$ cat src/sdram_mux_pkg.sv
// Contract
// Every module access is a four-beat burst moving one 288-bit cache line.
// Each port word is 72 bits: 64 data bits and 8 check bits.
// With two carriers, this carrier answers only its own cache line parity.
// With one carrier, every address is answered without interleaving.
// Each control input is registered and driven out as two copies.
// Registered control inputs are decoded into port selects and direction enables.
// Reads act as a registered four-to-one mux onto the controller bus.
// Writes drive controller data to exactly one selected memory port.
// Bursts always cover four beats, one per memory data port.
// Read and write directions each have their own internal output enable.
// Read data is captured into per-port registers on the rising edge.
// A two-bit internal select picks the captured port for the controller.
// Controller read data comes from a register, valid a full period.
// Write data loads per-port registers, then the write enable drives it.
// All control inputs are registered; everything advances on one clock.
// The controller corrects single-bit and detects double-bit errors.
// All 72 bits pass unchanged in both directions.
package sdram_mux_pkg;

	// =========================================================
	// Widths
	localparam int DATA_W  = 64;
	localparam int CHECK_W = 8;
	localparam int WORD_W  = DATA_W + CHECK_W;
	localparam int PORT_N  = 4;
	localparam int SEL_W   = 2;
	localparam int ADDR_W  = 14;
	localparam int BANK_W  = 2;

	// =========================================================
	// Types
	typedef logic [WORD_W-1:0] word_t;
	typedef logic [SEL_W-1:0]  sel_t;

	typedef struct packed {
		logic              cs_n;
		logic              ras_n;
		logic              cas_n;
		logic              we_n;
		logic [BANK_W-1:0] bank;
		logic [ADDR_W-1:0] addr;
		logic              line_odd;
	} ctrl_t;

	typedef enum logic [1:0] {
		SEQ_IDLE  = 2'b00,
		SEQ_READ  = 2'b01,
		SEQ_WRITE = 2'b10
	} seq_state_t;

	// =========================================================
	// Reset values and counts
	localparam ctrl_t CTRL_RESET = '{cs_n: 1'h1, ras_n: 1'h1, cas_n: 1'h1, we_n: 1'h1,
		bank: 2'h0, addr: 14'h0000, line_odd: 1'h0};
	localparam word_t WORD_RESET = 72'h0;
	localparam sel_t  SEL_FIRST  = 2'h0;
	localparam sel_t  SEL_LAST   = 2'h3;
	localparam sel_t  SEL_STEP   = 2'h1;

	// =========================================================
	// Command decode
	function automatic logic is_column(input ctrl_t c);
		return !c.cs_n && c.ras_n && !c.cas_n;
	endfunction

	function automatic logic is_read(input ctrl_t c);
		return is_column(c) && c.we_n;
	endfunction

	function automatic logic is_write(input ctrl_t c);
		return is_column(c) && !c.we_n;
	endfunction

	function automatic logic port_hit(input sel_t s, input int p);
		return s == p[SEL_W-1:0];
	endfunction

endpackage

$ cat src/beat_sequencer.sv
`timescale 1ns/1ps
module beat_sequencer (
	// Clock and reset
	input  wire  logic                clk_i,
	input  wire  logic                rst_n_i,
	// Start request
	input  wire  logic                start_i,
	input  wire  logic                write_i,
	// Beat state
	output logic                      active_o,
	output logic                      write_o,
	output sdram_mux_pkg::sel_t       sel_o
);

	// =========================================================
	// Burst state
	sdram_mux_pkg::seq_state_t state_q;
	sdram_mux_pkg::sel_t       sel_q;

	always_ff @(posedge clk_i or negedge rst_n_i) begin
		if (!rst_n_i) begin
			state_q <= sdram_mux_pkg::SEQ_IDLE;
			sel_q   <= sdram_mux_pkg::SEL_FIRST;
		end else begin
			case (state_q)
				sdram_mux_pkg::SEQ_IDLE: begin
					sel_q <= sdram_mux_pkg::SEL_FIRST;
					if (start_i) begin
						state_q <= write_i ? sdram_mux_pkg::SEQ_WRITE : sdram_mux_pkg::SEQ_READ;
					end
				end
				sdram_mux_pkg::SEQ_READ, sdram_mux_pkg::SEQ_WRITE: begin
					sel_q <= sel_q + sdram_mux_pkg::SEL_STEP;
					if (sel_q == sdram_mux_pkg::SEL_LAST) begin
						state_q <= sdram_mux_pkg::SEQ_IDLE;
					end
				end
				default: begin
					state_q <= sdram_mux_pkg::SEQ_IDLE;
					sel_q   <= sdram_mux_pkg::SEL_FIRST;
				end
			endcase
		end
	end

	assign active_o = state_q != sdram_mux_pkg::SEQ_IDLE;
	assign write_o  = state_q == sdram_mux_pkg::SEQ_WRITE;
	assign sel_o    = sel_q;
endmodule // beat_sequencer

$ cat src/sdram_pipeline_mux.sv
`timescale 1ns/1ps
module sdram_pipeline_mux (
	// Clock and reset
	input  wire  logic                                        SYS_CLK_I,
	input  wire  logic                                        RST_N_I,
	// Carrier configuration
	input  wire  logic                                        TWO_CARRIERS_I,
	input  wire  logic                                        ODD_CARRIER_I,
	// Controller side
	input  wire  sdram_mux_pkg::ctrl_t                        CTRL_I,
	input  wire  sdram_mux_pkg::word_t                        WR_DATA_I,
	output sdram_mux_pkg::word_t                              RD_DATA_O,
	output logic                                              RD_OE_O,
	// Memory control copies
	output sdram_mux_pkg::ctrl_t                              MEM_CTRL_A_O,
	output sdram_mux_pkg::ctrl_t                              MEM_CTRL_B_O,
	// Memory data ports
	input  wire  sdram_mux_pkg::word_t [sdram_mux_pkg::PORT_N-1:0] MEM_DQ_I,
	output sdram_mux_pkg::word_t [sdram_mux_pkg::PORT_N-1:0]       MEM_DQ_O,
	output logic [sdram_mux_pkg::PORT_N-1:0]                       MEM_DQ_OE_O
);

	// =========================================================
	// Declarations
	sdram_mux_pkg::ctrl_t                              ctrl_q;
	logic                                              two_q;
	logic                                              odd_q;
	logic                                              cmd_rd;
	logic                                              cmd_wr;
	logic                                              line_ok;
	logic                                              seq_start;
	logic                                              active;
	logic                                              write;
	sdram_mux_pkg::sel_t                               sel;
	sdram_mux_pkg::word_t [sdram_mux_pkg::PORT_N-1:0]  port_q;
	logic [sdram_mux_pkg::PORT_N-1:0]                  wr_oe_q;
	logic                                              rd_cap_q;
	sdram_mux_pkg::sel_t                               rd_sel_q;
	sdram_mux_pkg::word_t                              cap_word;
	logic                                              wr_beat;
	logic                                              rd_beat;
	logic [2:0]                                        rd_run_q;
	logic [2:0]                                        wr_run_q;

	// =========================================================
	// Control fanout
	always_ff @(posedge SYS_CLK_I or negedge RST_N_I) begin
		if (!RST_N_I) begin
			MEM_CTRL_A_O <= sdram_mux_pkg::CTRL_RESET;
			MEM_CTRL_B_O <= sdram_mux_pkg::CTRL_RESET;
			ctrl_q       <= sdram_mux_pkg::CTRL_RESET;
		end else begin
			MEM_CTRL_A_O <= CTRL_I;
			MEM_CTRL_B_O <= CTRL_I;
			ctrl_q       <= CTRL_I;
		end
	end

	// =========================================================
	// Carrier configuration
	always_ff @(posedge SYS_CLK_I or negedge RST_N_I) begin
		if (!RST_N_I) begin
			two_q <= 1'h0;
			odd_q <= 1'h0;
		end else begin
			two_q <= TWO_CARRIERS_I;
			odd_q <= ODD_CARRIER_I;
		end
	end

	// =========================================================
	// Steering decode
	assign cmd_rd    = sdram_mux_pkg::is_read(ctrl_q);
	assign cmd_wr    = sdram_mux_pkg::is_write(ctrl_q);
	assign line_ok   = !two_q || (ctrl_q.line_odd == odd_q);
	assign seq_start = (cmd_rd || cmd_wr) && line_ok && !active;

	beat_sequencer u_seq (
		.clk_i    (SYS_CLK_I),
		.rst_n_i  (RST_N_I),
		.start_i  (seq_start),
		.write_i  (cmd_wr),
		.active_o (active),
		.write_o  (write),
		.sel_o    (sel)
	);

	// =========================================================
	// Per-port registers
	always_ff @(posedge SYS_CLK_I or negedge RST_N_I) begin
		if (!RST_N_I) begin
			for (int p = 0; p < sdram_mux_pkg::PORT_N; p++) begin
				port_q[p]  <= sdram_mux_pkg::WORD_RESET;
				wr_oe_q[p] <= 1'h0;
			end
		end else begin
			for (int p = 0; p < sdram_mux_pkg::PORT_N; p++) begin
				wr_oe_q[p] <= active && write && sdram_mux_pkg::port_hit(sel, p);
				if (active && write && sdram_mux_pkg::port_hit(sel, p)) begin
					port_q[p] <= WR_DATA_I;
				end else if (active && !write) begin
					port_q[p] <= MEM_DQ_I[p];
				end
			end
		end
	end

	assign MEM_DQ_O    = port_q;
	assign MEM_DQ_OE_O = wr_oe_q;

	// =========================================================
	// Read select stage
	always_ff @(posedge SYS_CLK_I or negedge RST_N_I) begin
		if (!RST_N_I) begin
			rd_cap_q <= 1'h0;
			rd_sel_q <= sdram_mux_pkg::SEL_FIRST;
		end else begin
			rd_cap_q <= active && !write;
			rd_sel_q <= sel;
		end
	end

	// =========================================================
	// Controller read output
	always_ff @(posedge SYS_CLK_I or negedge RST_N_I) begin
		if (!RST_N_I) begin
			RD_DATA_O <= sdram_mux_pkg::WORD_RESET;
			RD_OE_O   <= 1'h0;
		end else begin
			RD_OE_O <= rd_cap_q;
			if (rd_cap_q) begin
				RD_DATA_O <= port_q[rd_sel_q];
			end
		end
	end

	// =========================================================
	// Check helpers
	assign cap_word = MEM_DQ_I[sel];
	assign wr_beat  = active && write;
	assign rd_beat  = active && !write;

	// =========================================================
	// Beat run counters
	always_ff @(posedge SYS_CLK_I or negedge RST_N_I) begin
		if (!RST_N_I) begin
			rd_run_q <= 3'h0;
			wr_run_q <= 3'h0;
		end else begin
			rd_run_q <= RD_OE_O ? rd_run_q + 3'h1 : 3'h0;
			wr_run_q <= (|MEM_DQ_OE_O) ? wr_run_q + 3'h1 : 3'h0;
		end
	end

	generate
		for (genvar g = 0; g < sdram_mux_pkg::PORT_N; g++) begin : g_port_chk

		end
	endgenerate
endmodule // sdram_pipeline_mux

$ cat config.mk
export PLATFORM = sky130hd
export DESIGN_NAME = sdram_pipeline_mux
export DESIGN_NICKNAME = d
export VERILOG_FILES = /design/src/sdram_mux_pkg.sv /design/src/beat_sequencer.sv /design/src/sdram_pipeline_mux.sv
export SDC_FILE = /design/constraint.sdc
export NUM_CORES = 1
export LEC_CHECK = 0
export ABC_AREA = 1
export BUFFER_PORTS_ARGS = -buffer_cell sky130_fd_sc_hd__buf_2
export CORE_AREA = 2 2 309 311
export CTS_CLUSTER_SIZE = 40
export DETAILED_ROUTE_END_ITERATION = 8
export DIE_AREA = 0 0 311 313
export PLACE_DENSITY_LB_ADDON = 0.08
export SETUP_SLACK_MARGIN = 0.15
export SLEW_MARGIN = 20
export SYNTH_ARGS = -nofsm -noshare
export SYNTH_HDL_FRONTEND = slang
export SYNTH_SLANG_ARGS = --single-unit
$ cat constraint.sdc
create_clock -name SYS_CLK_I -period 2.6 [get_ports SYS_CLK_I]
set_clock_uncertainty 0.2 [all_clocks]
set_input_delay 0.13 -clock SYS_CLK_I [delete_from_list [all_inputs] [get_ports SYS_CLK_I]]
set_output_delay 0.13 -clock SYS_CLK_I [all_outputs]
set_load 0.1 [all_outputs]
======== Word-level counts from Yosys, hierarchy flattened ========
Index checks and enable logic that the tools add are counted.
Widths: inputs -> output; s select.
storage, ports and cells
  bits in registers ....................... 395
  input port bits ......................... 385
  output and inout bits ................... 407
  logic and storage cells ................. 74
cells by class
  add/subtract/negate cells ............... 1
  order comparisons ....................... 1
  eq/ne operators ......................... 8
  muxes and demuxes ....................... 15
  reduce and logical (&&, ||, !) cells .... 29
operators by type and width
  kind                 count
  $mux 72              9
  $bmux 72 s2          1
  $logic_and 1x1->1    12
  $reduce_bool 2->1    5
  $mux 2               4
  $eq 2x2->1 const B   3
  $logic_not 1->1      6
  $eq 2x1->1 const B   2
  $logic_not 2->1      2
  $ne 2x2->1 const B   2
  $pmux 2 s2           1
  $lt 2x3->1 const B   1
  $add 2x1->2 const B  1
  $logic_or 1x1->1     2
  $reduce_and 2->1     1
  $reduce_or 2->1      1
  $eq 1x1->1           1

======== Logic depth before layout (Yosys ltp) ========
  depth in word-level cells ............... 9
  mapped depth ............................ 9
  depth with buffers taken out ............ 8

======== Modules after synthesis ========
Synthesis repeated with hierarchy kept, for this count alone.
unflattened totals
  cell total of the unflattened synthesis .. 2802
  area, all modules ....................... 20185.6 um^2
modules (own cells, without submodules)
  module              instances  cells an instance  area an instance (um^2)  seq. area each (um^2)
  sdram_pipeline_mux  1          2774               19964.1                  9789.4
  beat_sequencer      1          28                 221.5                    100.1

======== Worst setup path before layout ========
No wires, ideal clock.
  kind .................................... register to register
  from .................................... register u_seq.state_q[1]
  to ...................................... register port_q, in the netlist MEM_DQ_O[20]
  library setup time ...................... 0.123 ns
  arrival ................................. 1.494 ns
  required time ........................... 2.277 ns
  slack ................................... 0.783 ns
  cell stages (with the launch flop) ...... 10
  path buffers ............................ 4
  clock period less this slack ............ 1.817 ns
  cells stage by stage .................... dfrtp_1 inv_1 ha_1 or2_1 buf_4 buf_6 buf_6 buf_6 nor3_2 nor2_1
between the ends
  longest elaborated chain between the ends .. 4
  elaborated cells between the ends (all ways) .. 8
  classes of those cells .................. eq/ne (1); mux (1); reduce/logical (6)
RTL lines
  what                                                         RTL line                                             text
  from (decl)                                                  beat_sequencer.sv:17                                 sdram_mux_pkg::seq_state_t state_q;
  from (signal assigned)                                       beat_sequencer.sv:22                                 state_q <= sdram_mux_pkg::SEQ_IDLE;
  from (signal assigned)                                       beat_sequencer.sv:29                                 state_q <= write_i ? sdram_mux_pkg::SEQ_WRITE : sdram_mux_pkg::SEQ_READ;
  from (signal assigned)                                       beat_sequencer.sv:35                                 state_q <= sdram_mux_pkg::SEQ_IDLE;
  $eq 2x2->1 / $reduce_bool 2->1 (equally long branches)       beat_sequencer.sv:47, beat_sequencer.sv:46
  $logic_and 1x1->1 / $logic_not 1->1 (equally long branches)  --
  $logic_and 1x1->1 (on tied branches)                         sdram_pipeline_mux.sv:99, sdram_pipeline_mux.sv:101
  $mux 72 / $reduce_bool 2->1 (equally long branches)          --
  to (signal, indexed assignment)                              sdram_pipeline_mux.sv:93                             port_q[p] <= sdram_mux_pkg::WORD_RESET;
  to (signal, indexed assignment)                              sdram_pipeline_mux.sv:102                            port_q[p] <= MEM_DQ_I[p];
  to (decl)                                                    sdram_pipeline_mux.sv:35                             sdram_mux_pkg::word_t [sdram_mux_pkg::PORT_N-1:0] port_q;
Parallel ways exist; a longest one is shown, timed or not.
A chain may end at the register's enable or synchronous reset.

======== Final worst setup path ========
  from .................................... register u_seq.state_q[0]
  to ...................................... register port_q, in the netlist MEM_DQ_O[274]
The elaborated chain is that of the path after synthesis.

==> results.txt <==
----------------------------------------------------
[Run status]
  Run status ... finished, final reports clean

[Global routing]
  Global routing usage on met2 ... 0.361
  Vias in the first global route ... around 22000
  Number of antenna violations at the first check in global routing ... 3
  Met3 usage in global routing ... 0.0340
  Wire length of the first global-routing pass ... about 150000 µm
  Pin count of the biggest net entering global routing ... 69
  Global route total overflow ... 0
  Most congested layer reported by global routing ... met2
  Met1 Track Usage GR ... 0.270
  GRT Total Usage ... 0.214

[Synth]
  Synthesized area per cell ... 8.25 µm²
  Synthesized cell area ... about 0.020 mm²
  Combinational family with the most area after synthesis ... compound AO/OA/AOI/OAI gates
  Adder and majority gate portion of the synthesized area ... 0.00449
  Synthesized-area fraction occupied by ao, oa, aoi and oai cells ... 0.223
  Unique cell type count in the Yosys netlist ... 24
  Total of warnings raised by yosys ... 0
  Proportion of synthesized area in mux cells ... 0
  Number of flip-flops and latches in the synthesized netlist ... between 300 and 400
  Number of instances in the synthesized netlist ... 2364
  Seq/Total Area, Yosys ... 0.507
  Synthesized-area fraction occupied by and/or/nand/nor cells ... 0.158
  Xor/xnor share of the synthesized area ... 0
  Post-Syn Nets ... roughly 2800

[Hold path]
  Hold crit path type ... in -> async

[Clock network]
  TritonCTS clock tree ... yes
  Num CTS Buffers ... between 50 and 60
  Clock slew seen by the registers of the worst setup and hold paths ... 0.06 ns
  Clock root buffer ... sky130_fd_sc_hd__clkbuf_16
  Post CTS Setup Buffer Count ... 0
  Count of clock tree sinks ... between 300 and 400
  Maximum clock path buffer count ... 3
  Insertion delay of the later-clocked pin in the worst-skew pair ... just over 0.6 ns
  Number of H-tree levels ... 2

[Critical path]
  Cells traversed along the worst timing path ... inv_1 -> ha_2 -> nand2_4 -> inv_4 -> buf_16 -> nor2_1 -> o22ai_1 -> dlygate4sd3_1
  R2R Setup Slk ... ~0.3 ns
  WP data required ... 2.96 ns
  Capture point of the worst reg-to-reg path ... MEM_DQ_O[274]$_DFFE_PN0P_
  Top cell family by delay on the critical path ... buffers and inverters
  Largest fanout on the critical path ... 20
  Nature of the critical path endpoint ... register
  Nature of the critical path startpoint ... register
  CP bufs+invs ... 4
  Cell with the largest stage delay on the worst path ... sky130_fd_sc_hd__dlygate4sd3_1
  Crit Path Class ... reg -> reg
  Worst r2r src ... u_seq.state_q[0]$_DFFE_PN0P_
  Reg2reg path depth ... 8
  Critical path's largest stage delay ... roughly 0.57 ns
  Arrival time of data at the critical path endpoint ... between 2 and 3 ns

[Drt]
  Average routed wire per standard cell ... 22.6 µm
  Sum of routed wire length over all layers ... approximately 110000 µm
  Drt drc ... 0
  TritonRoute pass-1 iters ... 7
  Total vias in the final route ... 21700
  Number of antenna-violating nets in the routed design ... 0
  Drt first-iter violations ... ~1500
  Vias per cell ... approximately 4.5

[Floorplan]
  Placement Rows ... 113
  Height of the die ... 313 µm
  Number of I/O pins ... ~800
  Area of the placeable core ... about 0.094 mm²
  Die X ... 311 µm
  Area enclosed by the die boundary ... between 0.09 and 0.1 mm²
  Initial core utilization ... 0.207

[Flow run]
  Max-cap viol count ... 0

[Timing]
  Final setup violation count ... 0
  Worst-case headroom to the max-slew limit ... 0.552
  Number of hold-slack violations in the final timing report ... 0
  Crit path time final ... about 2.3 ns
  RSZ-0062 raised after global routing ... true
  Total negative slack ... 0 ns
  Period Utilization, post-route ... 0.887
  Final slew viol count ... 0
  Transition time at the pin with the least slew margin ... roughly 0.67 ns
  Maximum clock rate ... between 400 and 500 MHz
  Final worst hold slack ... approximately 0.028 ns

[Finish]
  Net count reported at finish ... 3878
  Share of cells above drive strength 1 ... 0.287
  P&R area growth vs syn ... 58.9%
  Commonest non-fill, non-tap cell in the layout ... sky130_fd_sc_hd__buf_2
  Fill cell count ... ~10000
  Register area ... a little under 0.01 mm²
  Commonest cells after routing, fill and taps aside ... 790 x sky130_fd_sc_hd__buf_2, 414 x sky130_fd_sc_hd__dlygate4sd3_1, 388 x sky130_fd_sc_hd__dfrtp_1
  Area taken by multi-input logic gates ... between 0.007 and 0.008 mm²

[Placed design]
  Final Wtd Congestion ... 0.879
  Detailed-placement wirelength estimate ... 75000 µm
  Port buffer count ... 791

----------------------------------------------------
-- what timing repair did --
action / in CTS / in global routing
gates resized for setup: 0 / 3
endpoints found under the hold margin: 706 / 0
setup endpoints to repair: 0 / 7
hold buffers: 415 / 0
-- metrics by stage --
stage	cells	utilization	setup slack, ns	area, µm²
floorplan	2364	-	0.783	19500
global placement	4279	0.266	0.391	25000
detailed placement	4279	0.266	0.371	25000
CTS	4791	0.329	0.177	30900
global route	4794	0.329	0.149	31000
finish	4794	0.329	0.294	31000
-- worst max path at each step --
| stage | startpoint | to | cells after the start |
|---|---|---|---|
| final | u_seq.state_q[0]$_DFFE_PN0P_ | MEM_DQ_O[274]$_DFFE_PN0P_ | 8 |
| after global routing | u_seq.state_q[0]$_DFFE_PN0P_ | MEM_DQ_O[272]$_DFFE_PN0P_ | 7 |
| after CTS | u_seq.state_q[0]$_DFFE_PN0P_ | MEM_DQ_O[273]$_DFFE_PN0P_ | 7 |
| after detailed placement | u_seq.state_q[0]$_DFFE_PN0P_ | MEM_DQ_O[44]$_DFFE_PN0P_ | 8 |
| after global placement | u_seq.state_q[0]$_DFFE_PN0P_ | MEM_DQ_O[44]$_DFFE_PN0P_ | 8 |
| after floorplan | u_seq.state_q[1]$_DFFE_PN0P_ | MEM_DQ_O[20]$_DFFE_PN0P_ | 9 |
-- synth_stat cells --
master                     instances  area (µm²)
sky130_fd_sc_hd__o22ai_1         151         945
sky130_fd_sc_hd__o21ai_1          25         125
sky130_fd_sc_hd__ha_1              7        87.6
sky130_fd_sc_hd__o21ai_0         352        1760
sky130_fd_sc_hd__nand3_1           3        15.0
sky130_fd_sc_hd__clkbuf_1         78         293
sky130_fd_sc_hd__o211ai_1        118         886
sky130_fd_sc_hd__nor2_1          247         927
sky130_fd_sc_hd__dfstp_2           4         105
sky130_fd_sc_hd__or2_2             1        6.26
sky130_fd_sc_hd__nor3_2           49         490
sky130_fd_sc_hd__nand2_1         367        1380
sky130_fd_sc_hd__buf_1            12        45.0
sky130_fd_sc_hd__nand2_2           2        12.5
sky130_fd_sc_hd__buf_4            40         300
sky130_fd_sc_hd__dfrtp_1         391        9780
sky130_fd_sc_hd__or2_1             1        6.26
sky130_fd_sc_hd__nor3_1           43         215
sky130_fd_sc_hd__nand2_4           2        22.5
sky130_fd_sc_hd__buf_6            13         146
sky130_fd_sc_hd__inv_1           264         991
sky130_fd_sc_hd__inv_2             4        15.0
sky130_fd_sc_hd__a21oi_1         127         636
sky130_fd_sc_hd__buf_2            63         315
-- flip-flops by register name (all words and copies together), names as in the netlist --
name and flops:
RD_OE_O 1, RD_DATA_O 72, MEM_CTRL_B_O 16, odd_q 1, u_seq.state_q 2, MEM_DQ_O 288, MEM_DQ_OE_O 4, ctrl_q 5
two_q 1, rd_sel_q 2, u_seq.sel_o 2, rd_cap_q 1
-- per-layer routing --
metal | share of wire | vias up
li1 | - | 10100
met1 | 0.42 | 10600
met5 | 0.000065 | -
met3 | 0.051 | 189
met4 | 0.043 | 2
met2 | 0.48 | 768
-- kinds of logic after synthesis --
| kind of cell | after synthesis |
|---|---|
| compound gates | 773 |
| simple gates | 715 |
| buf+inv | 474 |
| flops | 395 |
| fa+ha+maj | 7 |
-- worst reg2reg max path: stages, from the launching register on --
cell and delay, ns:
sky130_fd_sc_hd__dfrtp_1 0.37, sky130_fd_sc_hd__inv_1 0.10, sky130_fd_sc_hd__ha_2 0.28, sky130_fd_sc_hd__nand2_4 0.15, sky130_fd_sc_hd__inv_4 0.15, sky130_fd_sc_hd__buf_16 0.20, sky130_fd_sc_hd__nor2_1 0.09, sky130_fd_sc_hd__o22ai_1 0.13
sky130_fd_sc_hd__dlygate4sd3_1 0.57
-- cell type report --
class	count	share of cell area
diodes	1	0.0000807
repair buffers	1272	0.296
clock buffers	78	0.0498
flip-flops and latches	395	0.319
multi-input cells	1496	0.244
well taps	1265	0.0511
clock inverters	19	0.00601
inverters	268	0.0329
Power is left out: the tool's default activity adds up to more than one toggle a clock period on the data nets, which glitch-free logic cannot reach.
